**src/inc/cog_pkg.sv**
```systemverilog
// Purpose: shared constants for the converter control device and its serial host
// Assumes: 24-bit frame, first bit read flag, then 7-bit address, then 16-bit data
// Notes: all register addresses and field positions live here
`default_nettype none
package cog_pkg;
  // clock and link framing
  localparam int CLK_MHZ = 50;
  localparam int FRAME_BITS = 24;
  localparam int HDR_BITS = 8;
  localparam int ADDR_W = 7;
  localparam int DATA_W = 16;
  localparam int SCLK_HALF_CYC = 4;
  // channel counts and widths
  localparam int DAC_N = 4;
  localparam int DAC_W = 10;
  localparam int GPIO_N = 12;
  // device register addresses
  localparam logic [6:0] A_TEMP_RATE = 7'h01;
  localparam logic [6:0] A_CONFIG = 7'h02;
  localparam logic [6:0] A_POWER = 7'h03;
  localparam logic [6:0] A_DAC_SYNC = 7'h04;
  localparam logic [6:0] A_DAC_CLEAR = 7'h05;
  localparam logic [6:0] A_GPIO_DIR = 7'h06;
  localparam logic [6:0] A_GPIO_OUT = 7'h07;
  localparam logic [6:0] A_GPIO_IN = 7'h08;
  localparam logic [6:0] A_RESET = 7'h09;
  localparam logic [6:0] A_DAC_DATA = 7'h10;
  localparam logic [6:0] A_DAC_CLRV = 7'h18;
  // field positions
  localparam int LOAD_BIT = 11;
  localparam int REF_ON_BIT = 13;
  // reset values and keys
  localparam logic [2:0] TEMP_RATE_RST = 3'h7;
  localparam logic [15:0] POWER_RST = 16'h0000;
  localparam logic [9:0] DAC_RST = 10'h000;
  localparam logic [15:0] SOFT_RESET_KEY = 16'h6600;
  // reset wait time, in microseconds and in clock cycles
  localparam int RESET_WAIT_US = 200;
  localparam int RESET_WAIT_CYC = RESET_WAIT_US * CLK_MHZ;
  // host command port addresses
  localparam logic [1:0] H_CMD = 2'h0;
  localparam logic [1:0] H_STAT = 2'h1;
  localparam logic [1:0] H_RX = 2'h2;
endpackage
`default_nettype wire

```
**src/inc/cog_link_if.sv**
```systemverilog
// Purpose: four-wire serial link between host and device
// Assumes: host drives select, clock and data out; device drives data back
// Notes: no clocking block; both ends sample through their own synchronisers
`default_nettype none
interface cog_link_if;
  logic cs_n;
  logic sclk;
  logic mosi;
  logic miso;
  modport host (output cs_n, output sclk, output mosi, input miso);
  modport dev (input cs_n, input sclk, input mosi, output miso);
endinterface
`default_nettype wire

```
**src/rtl/cog_dev.sv**
```systemverilog
// Purpose: control logic of the monitor-and-control device behind the serial link
// Assumes: link pins arrive asynchronously and are sampled on clock_i
// Notes: writes take effect at frame end; reads answer in the same frame
//
// How it works
// - temperature rate code 111 default, slower lower
// - power bit 13 selects internal reference
// - reference select comes up cleared
// - reset powers down all analog outputs
// - channel data read returns latch
// - async channel write updates latch immediately
// - sync channel waits for global load strobe
// - load reloads only channels written since
// - clear bit drives preset value out
// - clear released returns output to latch
// - direction one drives pin from out
// - direction zero floats pin, captures input
// - all pins input after reset
// - host silent during power-up wait
// - key 0x6600 to reset register resets all
// - host waits after soft reset frame
// - host should soft reset before configuring
// - power register default switches everything off
//
// Our own choices: the address map and the address-and-strobe port.
`default_nettype none
module cog_dev (
  // clock and reset
  input wire logic clock_i,
  input wire logic rst_n_i,
  // serial link
  cog_link_if.dev lnk,
  // converter outputs
  output logic [cog_pkg::DAC_N*cog_pkg::DAC_W-1:0] analog_out_pin_code_o,
  output logic [cog_pkg::DAC_N-1:0] analog_out_pin_en_o,
  output logic ref_internal_o,
  output logic [2:0] temp_rate_o,
  // general purpose pins
  input wire logic [cog_pkg::GPIO_N-1:0] general_io_pin_i,
  output logic [cog_pkg::GPIO_N-1:0] general_io_pin_o,
  output logic [cog_pkg::GPIO_N-1:0] general_io_pin_oe_o
);
  import cog_pkg::*;

  logic [1:0] csn_sy;
  logic [1:0] sclk_sy;
  logic [1:0] mosi_sy;
  logic csn_d;
  logic sclk_d;
  logic [GPIO_N-1:0] gp_s1;
  logic [GPIO_N-1:0] gp_s2;
  logic [4:0] cnt;
  logic [FRAME_BITS-1:0] rx;
  logic [DATA_W-1:0] tx;
  logic [ADDR_W-1:0] addr_q;
  logic rw_q;
  logic [2:0] temp_rate;
  logic [DATA_W-1:0] power;
  logic [DAC_N-1:0] dac_sync;
  logic [DAC_N-1:0] dac_clr;
  logic [DAC_N-1:0] pend;
  logic [GPIO_N-1:0] gp_dir;
  logic [GPIO_N-1:0] gp_out;
  logic [GPIO_N-1:0] gp_in;
  logic [DAC_W-1:0] dac_data [DAC_N];
  logic [DAC_W-1:0] dac_latch [DAC_N];
  logic [DAC_W-1:0] dac_clrv [DAC_N];

  // link pins pass two flops before any logic looks at them
  always_ff @(posedge clock_i or negedge rst_n_i) begin
    if (!rst_n_i) begin
      csn_sy <= 2'h3;
      sclk_sy <= 2'h0;
      mosi_sy <= 2'h0;
      csn_d <= 1'b1;
      sclk_d <= 1'b0;
      gp_s1 <= '0;
      gp_s2 <= '0;
    end else begin
      csn_sy <= {csn_sy[0], lnk.cs_n};
      sclk_sy <= {sclk_sy[0], lnk.sclk};
      mosi_sy <= {mosi_sy[0], lnk.mosi};
      csn_d <= csn_sy[1];
      sclk_d <= sclk_sy[1];
      gp_s1 <= general_io_pin_i;
      gp_s2 <= gp_s1;
    end
  end

  // edge finding on the synchronised copies
  wire sel_w = ~csn_sy[1];
  wire rise_w = sel_w & sclk_sy[1] & ~sclk_d;
  wire frame_end_w = csn_sy[1] & ~csn_d;
  wire [HDR_BITS-1:0] hdr_w = {rx[HDR_BITS-2:0], mosi_sy[1]};
  wire hdr_done_w = rise_w & (cnt == 5'(HDR_BITS - 1));

  // write decode, only a whole frame counts
  wire [DATA_W-1:0] wdat_w = rx[DATA_W-1:0];
  wire wr_w = frame_end_w & (cnt == 5'(FRAME_BITS)) & ~rw_q;
  wire wr_temp_w = wr_w & (addr_q == A_TEMP_RATE);
  wire wr_pow_w = wr_w & (addr_q == A_POWER);
  wire wr_sync_w = wr_w & (addr_q == A_DAC_SYNC);
  wire wr_clr_w = wr_w & (addr_q == A_DAC_CLEAR);
  wire wr_dir_w = wr_w & (addr_q == A_GPIO_DIR);
  wire wr_gout_w = wr_w & (addr_q == A_GPIO_OUT);
  wire wr_dac_w = wr_w & (addr_q[6:2] == A_DAC_DATA[6:2]);
  wire wr_clrv_w = wr_w & (addr_q[6:2] == A_DAC_CLRV[6:2]);
  wire soft_w = wr_w & (addr_q == A_RESET) & (wdat_w == SOFT_RESET_KEY);
  // load is a strobe: nothing stores it, so it reads back as zero
  wire load_w = wr_w & (addr_q == A_CONFIG) & wdat_w[LOAD_BIT];

  // read mux, selected on the address that completes in this edge
  wire [6:0] ra_w = hdr_w[6:0];
  wire [1:0] rch_w = ra_w[1:0];
  wire [DATA_W-1:0] rd_w =
    (ra_w == A_TEMP_RATE) ? {13'h0000, temp_rate} :
    (ra_w == A_POWER) ? power :
    (ra_w == A_DAC_SYNC) ? {12'h000, dac_sync} :
    (ra_w == A_DAC_CLEAR) ? {12'h000, dac_clr} :
    (ra_w == A_GPIO_DIR) ? {4'h0, gp_dir} :
    (ra_w == A_GPIO_OUT) ? {4'h0, gp_out} :
    (ra_w == A_GPIO_IN) ? {4'h0, gp_in} :
    (ra_w[6:2] == A_DAC_DATA[6:2]) ? {6'h00, dac_latch[rch_w]} :
    (ra_w[6:2] == A_DAC_CLRV[6:2]) ? {6'h00, dac_clrv[rch_w]} :
    16'h0000;

  // frame shifter: sample on rise, present read data after the header
  always_ff @(posedge clock_i or negedge rst_n_i) begin
    if (!rst_n_i) begin
      cnt <= 5'h00;
      rx <= '0;
      tx <= '0;
      addr_q <= '0;
      rw_q <= 1'b0;
    end else if (!sel_w) begin
      cnt <= 5'h00;
      tx <= '0;
    end else if (rise_w) begin
      rx <= {rx[FRAME_BITS-2:0], mosi_sy[1]};
      cnt <= (cnt == 5'h1F) ? cnt : cnt + 5'h01;
      if (hdr_done_w) begin
        addr_q <= hdr_w[6:0];
        rw_q <= hdr_w[7];
        tx <= hdr_w[7] ? rd_w : 16'h0000;
      end else begin
        tx <= {tx[DATA_W-2:0], 1'b0};
      end
    end
  end
  assign lnk.miso = tx[DATA_W-1];

  // control registers; power and reference come up off
  always_ff @(posedge clock_i or negedge rst_n_i) begin
    if (!rst_n_i) begin
      temp_rate <= TEMP_RATE_RST;
      power <= POWER_RST;
      dac_sync <= '0;
      dac_clr <= '0;
      gp_dir <= '0;
      gp_out <= '0;
    end else if (soft_w) begin
      // key frame is a synchronous reset; kept apart from the pin reset
      temp_rate <= TEMP_RATE_RST;
      power <= POWER_RST;
      dac_sync <= '0;
      dac_clr <= '0;
      gp_dir <= '0;
      gp_out <= '0;
    end else begin
      if (wr_temp_w) temp_rate <= wdat_w[2:0];
      if (wr_pow_w) power <= wdat_w;
      if (wr_sync_w) dac_sync <= wdat_w[DAC_N-1:0];
      if (wr_clr_w) dac_clr <= wdat_w[DAC_N-1:0];
      if (wr_dir_w) gp_dir <= wdat_w[GPIO_N-1:0];
      if (wr_gout_w) gp_out <= wdat_w[GPIO_N-1:0];
    end
  end

  // input register follows only pins set as inputs
  always_ff @(posedge clock_i or negedge rst_n_i) begin
    if (!rst_n_i) begin
      gp_in <= '0;
    end else begin
      gp_in <= (gp_in & gp_dir) | (gp_s2 & ~gp_dir);
    end
  end

  // channel data, latches and clear presets
  always_ff @(posedge clock_i or negedge rst_n_i) begin
    if (!rst_n_i) begin
      for (int i = 0; i < DAC_N; i++) begin
        dac_data[i] <= DAC_RST;
        dac_latch[i] <= DAC_RST;
        dac_clrv[i] <= DAC_RST;
      end
      pend <= '0;
    end else if (soft_w) begin
      for (int i = 0; i < DAC_N; i++) begin
        dac_data[i] <= DAC_RST;
        dac_latch[i] <= DAC_RST;
        dac_clrv[i] <= DAC_RST;
      end
      pend <= '0;
    end else begin
      for (int i = 0; i < DAC_N; i++) begin
        if (wr_dac_w && addr_q[1:0] == 2'(i)) begin
          dac_data[i] <= wdat_w[DAC_W-1:0];
          if (!dac_sync[i]) begin
            dac_latch[i] <= wdat_w[DAC_W-1:0];
          end else begin
            pend[i] <= 1'b1;
          end
        end else if (load_w && pend[i]) begin
          dac_latch[i] <= dac_data[i];
          pend[i] <= 1'b0;
        end
        if (wr_clrv_w && addr_q[1:0] == 2'(i)) begin
          dac_clrv[i] <= wdat_w[DAC_W-1:0];
        end
      end
    end
  end

  // output code: clear preset wins over the latch while clear is set
  always_ff @(posedge clock_i or negedge rst_n_i) begin
    if (!rst_n_i) begin
      analog_out_pin_code_o <= '0;
    end else begin
      for (int i = 0; i < DAC_N; i++) begin
        analog_out_pin_code_o[i*DAC_W +: DAC_W] <=
          dac_clr[i] ? dac_clrv[i] : dac_latch[i];
      end
    end
  end

  // buffers enabled only by power bits; low means high-z with ground pull
  assign analog_out_pin_en_o = power[DAC_N-1:0];
  assign ref_internal_o = power[REF_ON_BIT];
  assign temp_rate_o = temp_rate;
  assign general_io_pin_o = gp_out;
  assign general_io_pin_oe_o = gp_dir;
endmodule
`default_nettype wire

```
**src/flat_wrapper.sv**
```systemverilog
// flat-port wrapper written by rule: the top's interface ports become plain ports
module cog_dev_flat import cog_pkg::*;
  (clock_i, rst_n_i, analog_out_pin_code_o, analog_out_pin_en_o, ref_internal_o, temp_rate_o, general_io_pin_i, general_io_pin_o, general_io_pin_oe_o, lnk_cs_n, lnk_sclk, lnk_mosi, lnk_miso);
  cog_link_if lnk_i ();
  input wire logic clock_i;
  input wire logic rst_n_i;
  output logic [cog_pkg::DAC_N*cog_pkg::DAC_W-1:0] analog_out_pin_code_o;
  output logic [cog_pkg::DAC_N-1:0] analog_out_pin_en_o;
  output logic ref_internal_o;
  output logic [2:0] temp_rate_o;
  input wire logic [cog_pkg::GPIO_N-1:0] general_io_pin_i;
  output logic [cog_pkg::GPIO_N-1:0] general_io_pin_o;
  output logic [cog_pkg::GPIO_N-1:0] general_io_pin_oe_o;
  input wire logic [$bits(lnk_i.cs_n)-1:0] lnk_cs_n;
  input wire logic [$bits(lnk_i.sclk)-1:0] lnk_sclk;
  input wire logic [$bits(lnk_i.mosi)-1:0] lnk_mosi;
  output wire logic [$bits(lnk_i.miso)-1:0] lnk_miso;
  assign lnk_i.cs_n = lnk_cs_n;
  assign lnk_i.sclk = lnk_sclk;
  assign lnk_i.mosi = lnk_mosi;
  assign lnk_miso = lnk_i.miso;
  cog_dev u_core (.clock_i(clock_i), .rst_n_i(rst_n_i), .lnk(lnk_i), .analog_out_pin_code_o(analog_out_pin_code_o), .analog_out_pin_en_o(analog_out_pin_en_o), .ref_internal_o(ref_internal_o), .temp_rate_o(temp_rate_o), .general_io_pin_i(general_io_pin_i), .general_io_pin_o(general_io_pin_o), .general_io_pin_oe_o(general_io_pin_oe_o));
endmodule
```
**config.mk**
```make
export PLATFORM = sky130hd
export DESIGN_NAME = cog_dev_flat
export DESIGN_NICKNAME = d
export VERILOG_FILES = /design/src/inc/cog_pkg.sv /design/src/inc/cog_link_if.sv /design/src/rtl/cog_dev.sv /design/src/flat_wrapper.sv
export SDC_FILE = /design/constraint.sdc
export NUM_CORES = 1
export LEC_CHECK = 0
export BUFFER_PORTS_ARGS = -buffer_cell sky130_fd_sc_hd__buf_4
export CORE_MARGIN = 2
export CORE_UTILIZATION = 65
export DETAILED_ROUTE_END_ITERATION = 12
export PLACE_DENSITY_LB_ADDON = 0.1
export SLEW_MARGIN = 20
export SYNTH_ARGS = -nofsm -noshare
export SYNTH_HDL_FRONTEND = slang
export SYNTH_SLANG_ARGS = --single-unit
export TNS_END_PERCENT = 1
```
**constraint.sdc**
```tcl
create_clock -name clock_i -period 3.6 [get_ports clock_i]
set_input_delay 0.18 -clock clock_i [delete_from_list [all_inputs] [get_ports clock_i]]
set_output_delay 0.18 -clock clock_i [all_outputs]
set_load 0.02 [all_outputs]
```
==> impl_metrics.yaml <==
run_status:
  status: "finished, final reports clean"
power_and_ir_drop:
  finalPower_mw: 7.77
  p_clk_share_pct: 42.8
  seqPwrFrac_pct: 46.5
  p_int_mw: 5.74
  ir_worst_vdd_mv: 0.600
  switchingPower_mw: 2.03
  p_comb_share_pct: 10.6
  power.leakage_nw: 7.29
  p_per_area_nw_per_um2: 502
  switching_share_pct: 26.1
logic_synthesis:
  async_reset_ff_share_pct: 100
  yosysSeqAreaShare_pct: 56.7
  synth-main-ff-cell: "dfrtp_1"
  yosys.area.top_type: "dfrtp_1"
  synthTopCellsByArea: "dfrtp_1, mux2_2, a22o_1"
  syn_nets: 1124
  syn-cell-area_um2: 13400
  ys_types: 61
  netlist_instances: 1104
  ys_warn_count: 0
  synth_edf_count: 0
  syn_area_per_cell_um2: 12.2
  yosysTopAreaCellShare_pct: 55.5
  ys_seq_elements: 304
drt:
  wl_um: 38200
  wl_per_cell_um: 25.9
  vias: 10200
  dr.first_iter.drc_count: 1162
  route.detailed.drc: 0
  ant_nets: 0
  avgViaCountPerCell: 6.91
  firstDrtPassIters: 7
critical_path:
  critPathKind: "flop to flop"
  cp-start-kind: "flop"
  cp.arrival_ns: 3.25
  worst_setup_path_end_kind: "flop"
  cp_max_fo: 41
  required_ns: 4.04
floorplan:
  die_h_um: 148
  core_um2: 20200
  die_width_um: 148
  die-area_um2: 21800
  row_count: 52
  initial_core_util_pct: 66.4
  ioPinCount: 90
place:
  post-dp-hpwl_um: 24700
  gp_congestion: 0.913
  portBuffers: 89
sta:
  max_slew_margin_pct: 25.1
  finalClockSkew_ns: 0.0148
  fin_crit_ns: 2.81
  setup_viol: 0
  fmax_mhz: 355
  drv_slew: 0
  tightest_slew_ns: 1.12
  rsz0062_at_grt: "no"
  period_share_pct: 78.2
  hold_viol: 0
  tns_ns: 0
cts:
  cts_buffer_depth: 3
  cts.sinks: 304
  clkLatencyLatePin_ns: 0.56
  path_clk_slew_ns: 0.06
  cts.htree.levels: 1
  cts_tree: "yes"
  ctsResizeCount: 0
  cts-root-buf: "clkbuf_16"
  cts_buffers: 30
grt:
  grt_overflow_total: 0
  grt_pass1_vias: 9911
  grt_pass1_wl_um: 59200
  track_usage_pct: 35.6
  antenna_found_initial: 0
  grt_max_degree: 121
layout:
  syn_to_final_growth_pct: 15.3
  nets: 1198
  fillers: 1284
  drive_above_1_share_pct: 25.7
  layout_common_cells: "dfrtp_1, buf_4, a22o_1, mux2_2, nand2_1"
  layout_commonest_cell: "dfrtp_1"
  n_antenna_cell: 0
job:
  drv_cap: 0
min_path:
  min_path_type: "primary input to flop"
==> through the flow <==
step	utilization (%)	setup WS, ns	cell area [µm²]	hold slack, ns	std cells
global route	76.5	0.597	15500	0.270	1472
detailed placement	70.4	0.853	14300	0.291	1400
floorplan	-	1.50	13400	-0.116	1104
global placement	70.4	0.917	14300	0.289	1400
finish	76.5	0.787	15500	0.264	1472
CTS	76.5	0.814	15500	0.262	1472
==> kinds of logic after synthesis <==
family                   count (synthesis)  synth area share (%)
flip-flops                             304                  56.7
AND/OR/NAND/NOR                        294                  11.6
AO/OA/AOI/OAI                          264                  15.1
multiplexers                           129                  12.3
buffers and inverters                  107                  3.86
XOR/XNOR                                 3                 0.196
adder cells (fa/ha/maj)                  3                 0.279
==> cells in the mapped netlist, types with 24 or more instances <==
library cell,instances
mux2_2,88
nor2_1,65
nand3_1,33
buf_2,24
a21oi_1,37
clkbuf_1,51
o221ai_1,25
o21ai_0,41
nor3_1,39
nand2_1,66
a22o_1,109
dfrtp_1,298
==> layer usage <==
layer	GRT usage, %	up-vias	part of all wire, %
met4	12.3	0	3.7
met1	51.8	5161	40
li1	-	4297	-
met2	52.7	621	45
met5	0	-	0
met3	9.44	95	11
==> sequential cells by signal, indices dropped and copies added, names as in the netlist, 12 cells and up, named ones only <==
name	count
u_core.gp_s1	12
u_core.dac_data	40
u_core.dac_clrv	40
u_core.general_io_pin_o	12
u_core.tx	16
u_core.power	16
u_core.analog_out_pin_code_o	40
u_core.rx	16
u_core.general_io_pin_oe_o	12
u_core.dac_latch	40
u_core.gp_s2	12
==> path summary, 6_finish.rpt <==
path                       depth (start not counted)  slack (ns)                  startpoint                                   endpoint
hold reg to reg                                    0        0.35  u_core.gp_s1[11]$_DFF_PN0_                 u_core.gp_s2[11]$_DFF_PN0_
max in group asynchronous                          3        2.34                     rst_n_i                 u_core.csn_sy[0]$_DFF_PN1_
min in group asynchronous                          2        0.30                     rst_n_i  u_core.analog_out_pin_code_o[5]$_DFF_PN0_
hold / removal                                     2        0.26         general_io_pin_i[7]                  u_core.gp_s1[7]$_DFF_PN0_
setup reg to reg                                   8        0.79   u_core.cnt[1]$_DFFE_PN0P_                 u_core.pend[0]$_DFFE_PN0P_
setup / recovery                                   8        0.79   u_core.cnt[1]$_DFFE_PN0P_                 u_core.pend[0]$_DFFE_PN0P_
==> critical path, cell delays in order, from the launching register on <==
cell,delay [ns]
dfrtp_1,0.41
inv_1,0.10
ha_1,0.14
nor2b_1,0.31
nand3_2,0.36
or3_1,0.70
buf_4,0.39
nand2_1,0.20
nor2_1,0.06
==> timing repair <==
item,CTS,global route
buffers inserted,0,0
endpoints found under the hold margin,132,0
hold buffers,16,0
==> layout make-up <==
class | count | area [µm²] | area share (%)
flip-flops and latches | 304 | 7620 | 49.2
multi-input cells | 693 | 5300 | 34.2
repair buffers | 137 | 1110 | 7.19
clock buffers | 46 | 942 | 6.08
well taps | 270 | 338 | 2.18
clock inverters | 10 | 128 | 0.824
inverters | 12 | 45.0 | 0.291
==> power groups by stage <==
| stage | Combinational [mW] | Clock, mW | Sequential [mW] |
|---|---|---|---|
| 6_report | 0.825 | 3.33 | 3.62 |
| 5_1_grt | 0.880 | 3.47 | 3.62 |
| 4_1_cts | 0.806 | 3.34 | 3.60 |
| 3_5_place_dp | 0.784 | 0 | 3.67 |
| 3_3_place_gp | 0.773 | 0 | 3.66 |
| 2_1_floorplan | 0.499 | 0 | 3.57 |
No activity file was read; power rests on OpenSTA's default activity.
